<file path="src/ssla_pkg.sv">
// Shared constants for the secondary-side logic array of a programmable DC supply.
// Assumes one 100 MHz clock and that all pins are synchronous to it.

`default_nettype none

package ssla_pkg;

  // ----------------------------------------------------------------
  // Timing
  // ----------------------------------------------------------------
  localparam int CLK_PERIOD_NS    = 10;
  localparam int CONV_HALF_NS     = 20;
  localparam int CONV_HALF_CYC    = (CONV_HALF_NS + CLK_PERIOD_NS - 1) / CLK_PERIOD_NS;
  localparam int POLL_NS          = 1000000;
  localparam int POLL_CYC         = POLL_NS / CLK_PERIOD_NS;

  // ----------------------------------------------------------------
  // Frame and converter word layout
  // ----------------------------------------------------------------
  localparam int FRAME_BITS       = 24;
  localparam int CONV_BITS        = 16;
  localparam int OP_MSB           = 23;
  localparam int OP_LSB           = 20;
  localparam int ADDR_MSB         = 19;
  localparam int ADDR_LSB         = 16;

  // ----------------------------------------------------------------
  // Opcodes
  // ----------------------------------------------------------------
  localparam logic [3:0] OP_DAC_WRITE  = 4'h1;
  localparam logic [3:0] OP_PREC_READ  = 4'h2;
  localparam logic [3:0] OP_AUX_READ   = 4'h3;
  localparam logic [3:0] OP_STATUS     = 4'h4;
  localparam logic [3:0] OP_PROT_CLEAR = 4'h5;
  localparam logic [3:0] OP_CAL_UNLOCK = 4'h6;
  localparam logic [3:0] OP_CAL_WRITE  = 4'h7;
  localparam logic [3:0] OP_CAL_READ   = 4'h8;
  localparam logic [3:0] OP_OUTPUT     = 4'h9;

  // ----------------------------------------------------------------
  // Converter selects and channels
  // ----------------------------------------------------------------
  localparam logic [1:0] DEV_DAC12     = 2'h0;
  localparam logic [1:0] DEV_DAC8      = 2'h1;
  localparam logic [1:0] DEV_ADC16     = 2'h2;
  localparam logic [1:0] DEV_ADC8      = 2'h3;
  localparam logic [1:0] DAC8_CH_OV    = 2'h0;
  localparam logic [1:0] DAC8_CH_FAN   = 2'h1;
  localparam logic [2:0] AUX_CH_CURR   = 3'h0;
  localparam logic [2:0] AUX_CH_VOLT   = 3'h1;
  localparam logic [2:0] AUX_CH_AMB    = 3'h2;
  localparam logic [2:0] AUX_CH_HS     = 3'h3;
  localparam logic [2:0] AUX_CH_FUSE   = 3'h4;
  localparam logic [2:0] SCAN_FAN_STEP = 3'h5;
  localparam logic [7:0] FUSE_OPEN_LVL = 8'h40;

  // ----------------------------------------------------------------
  // Status bits, calibration store, reset values
  // ----------------------------------------------------------------
  localparam int ST_CV        = 0;
  localparam int ST_CC        = 1;
  localparam int ST_OV        = 2;
  localparam int ST_OV_LATCH  = 3;
  localparam int ST_UNLOCKED  = 4;
  localparam int ST_CKSUM_OK  = 5;
  localparam int ST_FUSE_OPEN = 6;
  localparam int ST_OUT_OFF   = 7;
  localparam logic [3:0] CKSUM_ADDR     = 4'hF;
  localparam logic       OUT_OFF_RESET  = 1'b1;

endpackage : ssla_pkg

`default_nettype wire

</file>
<file path="src/ssla_conv_xfer.sv">
// Shift engine for the shared converter bus of four chip-selected devices.
// Assumes devices latch on the rising serial clock edge, most significant bit first.
`timescale 1ns/1ps
`default_nettype none

module ssla_conv_xfer (
  input  wire logic        clk,
  input  wire logic        rst,
  input  wire logic        start,
  input  wire logic [1:0]  dev,
  input  wire logic [15:0] word,
  input  wire logic        miso,
  output logic             sclk,
  output logic             mosi,
  output logic [3:0]       cs_n,
  output logic [15:0]      rx_word,
  output logic             done
);

  typedef enum logic [1:0] {
    XS_IDLE  = 2'b01,
    XS_SHIFT = 2'b10
  } ssla_xstate_t;

  typedef struct packed {
    ssla_xstate_t state;
    logic [15:0]  tx;
    logic [15:0]  rx;
    logic [4:0]   bits;
    logic [7:0]   div;
    logic         sclk;
    logic [3:0]   cs_n;
    logic         done;
  } ssla_xfer_t;

  ssla_xfer_t q;
  ssla_xfer_t d;

  // ----------------------------------------------------------------
  // Transfer sequencing
  // ----------------------------------------------------------------
  always_comb begin
    d      = q;
    d.done = 1'b0;
    unique case (q.state)
      XS_IDLE: begin
        if (start) begin
          d.cs_n  = ~(4'h1 << dev);
          d.tx    = word;
          d.bits  = 5'h00;
          d.div   = 8'h00;
          d.sclk  = 1'b0;
          d.state = XS_SHIFT;
        end
      end
      XS_SHIFT: begin
        d.div = q.div + 8'h01;
        if (q.div == 8'(ssla_pkg::CONV_HALF_CYC - 1)) begin
          d.div = 8'h00;
          if (!q.sclk) begin
            d.sclk = 1'b1;
            d.rx   = {q.rx[14:0], miso};
            d.bits = q.bits + 5'h01;
          end else begin
            d.sclk = 1'b0;
            if (q.bits == 5'(ssla_pkg::CONV_BITS)) begin
              d.cs_n  = 4'hF;
              d.done  = 1'b1;
              d.state = XS_IDLE;
            end else begin
              d.tx = {q.tx[14:0], 1'b0};
            end
          end
        end
      end
    endcase
    if (rst) begin
      d       = '0;
      d.state = XS_IDLE;
      d.cs_n  = 4'hF;
    end
  end

  always_ff @(posedge clk) begin
    q <= d;
  end

  assign sclk    = q.sclk;
  assign mosi    = q.tx[15];
  assign cs_n    = q.cs_n;
  assign rx_word = q.rx;
  assign done    = q.done;

endmodule : ssla_conv_xfer

`default_nettype wire

</file>
<file path="src/ssla_top.sv">
// Secondary-side logic array: primary serial link, converter control, protection, fan.
// Assumes the isolated primary link and all status lines are synchronous to CLK.
`timescale 1ns/1ps
`default_nettype none

module ssla_top #(
  parameter int          POLL_CYCLES  = ssla_pkg::POLL_CYC,
  parameter logic [15:0] CAL_PASSWORD = 16'h5A5A
) (
  input  wire logic        CLK,
  input  wire logic        SYS_RST,
  input  wire logic        PRI_CS_N,
  input  wire logic        PRI_SCLK,
  input  wire logic        PRI_SDI,
  output logic             PRI_SDO,
  output logic             PRI_BUSY,
  output logic             CONV_SCLK,
  output logic             CONV_MOSI,
  input  wire logic        CONV_MISO,
  output logic [3:0]       CONV_CS_N,
  output logic [1:0]       PREC_MUX_SEL,
  input  wire logic        CONST_VOLTAGE_FLAG_N,
  input  wire logic        CONST_CURRENT_FLAG_N,
  input  wire logic        OVERVOLTAGE_FLAG_N,
  input  wire logic        CAL_PROTECT,
  output logic             OUTPUT_SHUTDOWN,
  output logic             CROWBAR_FIRE_N,
  output logic [15:0]      STATUS
);

  typedef enum logic [1:0] {
    MS_IDLE = 2'b01,
    MS_WAIT = 2'b10
  } ssla_mstate_t;

  typedef struct packed {
    ssla_mstate_t       state;
    logic               sclk_prev;
    logic               cs_n_prev;
    logic [23:0]        rx;
    logic [23:0]        tx;
    logic [4:0]         cnt;
    logic               pend;
    logic [23:0]        cmd;
    logic               job_host;
    logic [2:0]         step;
    logic [1:0]         mux;
    logic [4:0][7:0]    aux;
    logic               ov_latch;
    logic               out_off;
    logic               shutdown;
    logic               crowbar_n;
    logic               unlocked;
    logic [15:0][15:0]  cal;
    logic [15:0]        reply;
    logic [15:0]        status;
    logic [31:0]        poll;
    logic               start;
    logic [1:0]         dev;
    logic [15:0]        word;
  } ssla_main_t;

  ssla_main_t  q;
  ssla_main_t  d;
  logic        conv_done;
  logic [15:0] conv_rx;
  logic [3:0]  op;
  logic [3:0]  addr;
  logic [15:0] val;
  logic [7:0]  temp_max;
  logic [9:0]  fan_sum;
  logic [7:0]  fan_drive;
  logic [15:0] cksum;
  logic        cksum_ok;
  logic        fuse_open;

  // ----------------------------------------------------------------
  // Derived values
  // ----------------------------------------------------------------
  always_comb begin
    cksum = 16'h0000;
    for (int i = 0; i < 15; i++) begin
      cksum = cksum + q.cal[i];
    end
  end

  assign cksum_ok  = (cksum == q.cal[ssla_pkg::CKSUM_ADDR]);
  assign fuse_open = (q.aux[ssla_pkg::AUX_CH_FUSE] < ssla_pkg::FUSE_OPEN_LVL);
  assign temp_max  = (q.aux[ssla_pkg::AUX_CH_AMB] > q.aux[ssla_pkg::AUX_CH_HS]) ?
                     q.aux[ssla_pkg::AUX_CH_AMB] : q.aux[ssla_pkg::AUX_CH_HS];
  assign fan_sum   = {2'b00, temp_max} + {5'h00, q.aux[ssla_pkg::AUX_CH_VOLT][7:3]}
                   + {5'h00, q.aux[ssla_pkg::AUX_CH_CURR][7:3]};
  assign fan_drive = (fan_sum > 10'h0FF) ? 8'hFF : fan_sum[7:0];
  assign op        = q.cmd[ssla_pkg::OP_MSB:ssla_pkg::OP_LSB];
  assign addr      = q.cmd[ssla_pkg::ADDR_MSB:ssla_pkg::ADDR_LSB];
  assign val       = q.cmd[15:0];

  // ----------------------------------------------------------------
  // Next-state logic
  // ----------------------------------------------------------------
  always_comb begin
    d       = q;
    d.start = 1'b0;

    if (!PRI_CS_N && q.cs_n_prev) begin
      d.tx  = {q.reply, 8'h00};
      d.cnt = 5'h00;
    end else if (!PRI_CS_N) begin
      if (PRI_SCLK && !q.sclk_prev) begin
        d.rx = {q.rx[22:0], PRI_SDI};
        if (q.cnt != 5'h1F) begin
          d.cnt = q.cnt + 5'h01;
        end
      end
      if (!PRI_SCLK && q.sclk_prev) begin
        d.tx = {q.tx[22:0], 1'b0};
      end
    end
    if (PRI_CS_N && !q.cs_n_prev && q.cnt == 5'(ssla_pkg::FRAME_BITS) && !q.pend) begin
      d.pend = 1'b1;
      d.cmd  = q.rx;
    end
    d.sclk_prev = PRI_SCLK;
    d.cs_n_prev = PRI_CS_N;

    if (q.poll != 32'h0000_0000) begin
      d.poll = q.poll - 32'h0000_0001;
    end

    unique case (q.state)
      MS_IDLE: begin
        if (q.pend) begin
          d.job_host = 1'b1;
          d.pend     = 1'b0;
          case (op)
            ssla_pkg::OP_DAC_WRITE: begin
              d.pend  = 1'b1;
              d.start = 1'b1;
              d.state = MS_WAIT;
              if (!addr[1]) begin
                d.dev  = ssla_pkg::DEV_DAC12;
                d.word = {addr[1:0], 2'b00, val[11:0]};
              end else begin
                d.dev  = ssla_pkg::DEV_DAC8;
                d.word = {1'b0, addr[0], 6'h00, val[7:0]};
              end
            end
            ssla_pkg::OP_PREC_READ: begin
              d.pend  = 1'b1;
              d.mux   = addr[1:0];
              d.start = 1'b1;
              d.dev   = ssla_pkg::DEV_ADC16;
              d.word  = 16'h0000;
              d.state = MS_WAIT;
            end
            ssla_pkg::OP_AUX_READ: begin
              d.pend  = 1'b1;
              d.start = 1'b1;
              d.dev   = ssla_pkg::DEV_ADC8;
              d.word  = {addr[2:0], 13'h0000};
              d.state = MS_WAIT;
            end
            ssla_pkg::OP_STATUS:     d.reply = q.status;
            ssla_pkg::OP_PROT_CLEAR: d.ov_latch = 1'b0;
            ssla_pkg::OP_OUTPUT:     d.out_off = ~val[0];
            ssla_pkg::OP_CAL_UNLOCK: d.unlocked = (val == CAL_PASSWORD);
            ssla_pkg::OP_CAL_WRITE: begin
              if (q.unlocked && !CAL_PROTECT) begin
                d.cal[addr] = val;
              end
            end
            ssla_pkg::OP_CAL_READ:   d.reply = q.cal[addr];
            default: ;
          endcase
        end else if (q.poll == 32'h0000_0000) begin
          d.poll     = 32'(POLL_CYCLES - 1);
          d.job_host = 1'b0;
          d.step     = ssla_pkg::AUX_CH_CURR;
          d.start    = 1'b1;
          d.dev      = ssla_pkg::DEV_ADC8;
          d.word     = {ssla_pkg::AUX_CH_CURR, 13'h0000};
          d.state    = MS_WAIT;
        end
      end
      MS_WAIT: begin
        if (conv_done) begin
          d.state = MS_IDLE;
          if (q.job_host) begin
            d.pend = 1'b0;
            if (op == ssla_pkg::OP_PREC_READ) begin
              d.reply = conv_rx;
            end else if (op == ssla_pkg::OP_AUX_READ) begin
              d.reply = {8'h00, conv_rx[7:0]};
            end
          end else if (q.step < ssla_pkg::SCAN_FAN_STEP) begin
            d.aux[q.step] = conv_rx[7:0];
            d.step        = q.step + 3'h1;
            d.start       = 1'b1;
            d.state       = MS_WAIT;
            if (q.step == ssla_pkg::AUX_CH_FUSE) begin
              d.dev  = ssla_pkg::DEV_DAC8;
              d.word = {ssla_pkg::DAC8_CH_FAN, 6'h00, fan_drive};
            end else begin
              d.dev  = ssla_pkg::DEV_ADC8;
              d.word = {q.step + 3'h1, 13'h0000};
            end
          end
        end
      end
    endcase

    if (!OVERVOLTAGE_FLAG_N) begin
      d.ov_latch = 1'b1;
    end
    d.shutdown  = d.ov_latch | d.out_off;
    d.crowbar_n = ~d.ov_latch;

    d.status                         = 16'h0000;
    d.status[ssla_pkg::ST_CV]        = ~CONST_VOLTAGE_FLAG_N;
    d.status[ssla_pkg::ST_CC]        = ~CONST_CURRENT_FLAG_N;
    d.status[ssla_pkg::ST_OV]        = ~OVERVOLTAGE_FLAG_N;
    d.status[ssla_pkg::ST_OV_LATCH]  = q.ov_latch;
    d.status[ssla_pkg::ST_UNLOCKED]  = q.unlocked;
    d.status[ssla_pkg::ST_CKSUM_OK]  = cksum_ok;
    d.status[ssla_pkg::ST_FUSE_OPEN] = fuse_open;
    d.status[ssla_pkg::ST_OUT_OFF]   = q.shutdown;

    if (SYS_RST) begin
      d           = '0;
      d.state     = MS_IDLE;
      d.sclk_prev = 1'b0;
      d.cs_n_prev = 1'b1;
      d.out_off   = ssla_pkg::OUT_OFF_RESET;
      d.shutdown  = 1'b1;
      d.crowbar_n = 1'b1;
      d.aux       = {5{8'hFF}};
    end
  end

  always_ff @(posedge CLK) begin
    q <= d;
  end

  // ----------------------------------------------------------------
  // Converter bus engine
  // ----------------------------------------------------------------
  ssla_conv_xfer u_xfer (
    .clk     (CLK),
    .rst     (SYS_RST),
    .start   (q.start),
    .dev     (q.dev),
    .word    (q.word),
    .miso    (CONV_MISO),
    .sclk    (CONV_SCLK),
    .mosi    (CONV_MOSI),
    .cs_n    (CONV_CS_N),
    .rx_word (conv_rx),
    .done    (conv_done)
  );

  assign PRI_SDO         = q.tx[23];
  assign PRI_BUSY        = q.pend;
  assign PREC_MUX_SEL    = q.mux;
  assign OUTPUT_SHUTDOWN = q.shutdown;
  assign CROWBAR_FIRE_N  = q.crowbar_n;
  assign STATUS          = q.status;

endmodule : ssla_top

`default_nettype wire

</file>
<file path="config.mk">
export PLATFORM = sky130hd
export DESIGN_NAME = ssla_top
export DESIGN_NICKNAME = d
export VERILOG_FILES = /design/src/ssla_pkg.sv /design/src/ssla_conv_xfer.sv /design/src/ssla_top.sv
export SDC_FILE = /design/constraint.sdc
export NUM_CORES = 2
export LEC_CHECK = 0
export ABC_AREA = 1
export CAP_MARGIN = 20
export CELL_PAD_IN_SITES_DETAIL_PLACEMENT = 0
export CELL_PAD_IN_SITES_GLOBAL_PLACEMENT = 2
export CORE_UTILIZATION = 28
export CTS_CLUSTER_DIAMETER = 40
export DETAILED_ROUTE_END_ITERATION = 8
export DONT_BUFFER_PORTS = 1
export MAX_ROUTING_LAYER = met4
export PLACE_DENSITY = 0.69
export SLEW_MARGIN = 20
export SYNTH_ARGS = -nofsm -noshare
export SYNTH_HDL_FRONTEND = slang
export SYNTH_SLANG_ARGS = --single-unit
export TNS_END_PERCENT = 100
</file>
<file path="constraint.sdc">
create_clock -name CLK -period 11.2 [get_ports CLK]
set_input_delay 0.56 -clock CLK [delete_from_list [all_inputs] [get_ports CLK]]
set_output_delay 0.56 -clock CLK [all_outputs]
set_load 0.05 [all_outputs]
</file>
==> impl_metrics.json <==
{
  "routed_via_density": 4.770,
  "synth_common_cells": "inv_1 (567), dfxtp_1 (496), a21oi_1 (411), nand2_1 (391), o21ai_0 (282)",
  "overflow": 0,
  "drv_cap": 0,
  "grt_usage_pct": 19.76,
  "rsz0062_at_grt": "false",
  "ys.flop_type": "dfxtp_1",
  "drive_gt1_share_pct": 8.073,
  "num_io_pins": 38,
  "final_core_util_pct": 33.45,
  "grt_first_pass_wirelength_um": 142600,
  "numCtsBuffers": 107,
  "hold_viol_final": 0,
  "critPathMaxFanout": 4,
  "yosysMostFrequentCell": "inv_1",
  "timing.fmax_mhz": 176.0,
  "grt_max_degree": 170,
  "slew_violations": 0,
  "numPortBuffers": 0,
  "drt-pass1-iter-count": 5,
  "clk_latency_ps": 660,
  "finalSetupViolations": 0,
  "crit_required_ps": 11790,
  "synth.top_cell.area_share_pct": 36.54,
  "synth_area_leaders": "dfxtp_1 (37%), fa_1 (14%), inv_1 (7.8%)",
  "fp.dieH_um": 313.5,
  "cts_resized": 0,
  "die_width_um": 313.5,
  "gp_congestion": 0.8581,
  "p_leak_nw": 12.06,
  "ys_warn_count": 0,
  "dp_hpwl_um": 63520,
  "synth_edf_count": 0,
  "cp.arrival_ps": 6270,
  "drt_iter0_drc": 1510,
  "max_slew.worst_pin.slew_ps": 1039,
  "hold_ws_ps": 47.52,
  "clkTransAtPathRegs_ps": 50,
  "tns_ps": 0,
  "final_nets": 3674,
  "area_growth_pct": 17.66,
  "synth.cell_area_um2": 27170,
  "yosysUniqueCellTypes": 48,
  "fillers": 10240,
  "cts_tree": "done",
  "seq_area_frac_synth_pct": 36.54,
  "placed_area_um2": 28100,
  "vias": 22820,
  "place_ws_ps": 5542,
  "initial_core_util_pct": 28.43,
  "synthArstFlopShare_pct": 0,
  "cp-end-kind": "flip-flop",
  "core_area_um2": 95580,
  "avgSynthCellArea_um2": 7.804,
  "wl_per_cell_um": 19.61,
  "synthCells": 3482,
  "clock-sinks": 496,
  "worstSetupPathType": "reg2reg",
  "timing.final.ws_setup_ps": 5518,
  "route.detailed.drc": 0,
  "cp-start-kind": "flip-flop",
  "fin_skew_ps": 36.53,
  "drtAntennaViolNets": 0,
  "yosys_register_bits": 496,
  "clockRootBuffer": "clkbuf_16",
  "clk_path_buf_depth": 3,
  "min_path_type": "in2reg",
  "wl_um": 93820,
  "cts_setup_buffers": 0,
  "status": "finished clean",
  "first_global_vias": 22460,
  "power_density_nw_per_um2": 193.1,
  "maxSlewHeadroom_pct": 30.09,
  "timing.final.crit_period_ps": 5682,
  "num_rows": 113,
  "post-route-period-util_pct": 50.73,
  "h-tree-depth": 3,
  "die_area_um2": 98300,
  "fin_area_um2": 31970,
  "yosysTopAreaCell": "dfxtp_1",
  "vdd_drop_max_v": 0.0001196,
  "antenna_found_initial": 3
}
-- layout make-up --
| cell class | count | area, um^2 | share of cell area [%] |
|---|---|---|---|
| antenna | 1 | 2.502 | 0.007827 |
| inverter | 599 | 2260 | 7.067 |
| timing repair buffer | 35 | 307.8 | 0.9627 |
| sequential | 496 | 9930 | 31.06 |
| clock buffer | 133 | 3000 | 9.384 |
| tap | 1265 | 1583 | 4.950 |
| multi-input combinational | 2190 | 14120 | 44.15 |
| clock inverter | 65 | 774.5 | 2.422 |
-- final timing paths --
path                                              to  depth (start not counted)          startpoint  slack [ps]
worst min register to register  STATUS[3]$_SDFF_PP0_                          2   q[343]$_SDFF_PP0_         420
worst max register to register  STATUS[5]$_SDFF_PP0_                         21  q[85]$_SDFFE_PP0P_        5520
worst max-delay path            STATUS[5]$_SDFF_PP0_                         21  q[85]$_SDFFE_PP0P_        5520
worst min-delay path             q[444]$_SDFFE_PP0P_                          2             PRI_SDI          50
-- logic make-up after synthesis --
kind of cell / Yosys count / share of synthesized area, %
compound gates: 1067 / 21.00
xor+xnor: 43 / 1.487
fa+ha+maj: 235 / 16.10
buf+inv: 803 / 11.69
flops: 496 / 36.54
other cells: 1 / 0.01380
simple gates: 837 / 13.18
-- registers in the layout (all words and copies together) (netlist names) --
| register | count |
|---|---|
| q | 421 |
| u_xfer.q | 30 |
| u_xfer.rx_word | 16 |
| STATUS | 8 |
| addr | 4 |
| op | 4 |
| u_xfer.cs_n | 4 |
| PREC_MUX_SEL | 2 |
| CROWBAR_FIRE_N | 1 |
| OUTPUT_SHUTDOWN | 1 |
| PRI_BUSY | 1 |
| PRI_SDO | 1 |
| u_xfer.done | 1 |
| u_xfer.mosi | 1 |
| u_xfer.sclk | 1 |
-- critical path, stage by stage, from the launching register on --
cell and delay, ps:
dfxtp_1 320, fa_1 540, inv_1 60, fa_1 530, fa_1 520, fa_1 550
inv_1 50, fa_1 520, fa_1 560, ha_1 280, fa_1 480, a21oi_1 170
nand3_1 80, nor2_1 110, nand2_1 60, nor2_1 120, nand3_1 90, nor2_1 180
nand3_1 120, nor2_1 110, nand4_1 80, nor2_1 100
-- stage by stage --
| step | power, W | instances |
|---|---|---|
| 4_1_cts | 0.006256 | 4783 |
| 3_3_place_gp | 0.002937 | 4576 |
| 2_1_floorplan | 0.002717 | 3489 |
| 5_1_grt | 0.006485 | 4784 |
| 3_5_place_dp | 0.002928 | 4576 |
| 6_report | 0.006175 | 4784 |
-- cells in the final DEF (no fill, tap or decap), types with 21 or more instances in the layout --
master and n:
a21oi_1 411, buf_4 25, fa_1 191, o21ai_1 171, ha_1 44, a31oi_1 25
nor2_1 235, inv_1 566, nor3_1 29, o22ai_1 101, inv_2 28, o21ai_0 282
clkinv_2 21, nand2_1 389, a211oi_1 22, dfxtp_1 496, clkbuf_16 111, nand4_1 31
xor2_1 27, o211ai_1 31, nand3_1 94
-- where the power goes --
group | leakage, nW | internal (W) | switching (W)
clock | 1.81 | 0.00219 | 0.00109
combinational | 6.25 | 0.000278 | 0.000597
sequential | 4.01 | 0.00189 | 0.000132
-- layer usage --
metal | vias to the layer above | GRT usage (%) | routed length (um)
met5 | - | - | 0
met3 | 140 | 3.622 | 5273
met2 | 503 | 29.28 | 40670
met1 | 10850 | 27.26 | 45520
li1 | 11320 | - | -
met4 | 0 | 5.843 | 2356
-- repair_timing --
action	CTS	global route
hold buffers	9	0
endpoints found under the setup margin	0	0
endpoints found under the hold margin	35	0
Note: power is estimated with default switching activity, not from simulation.
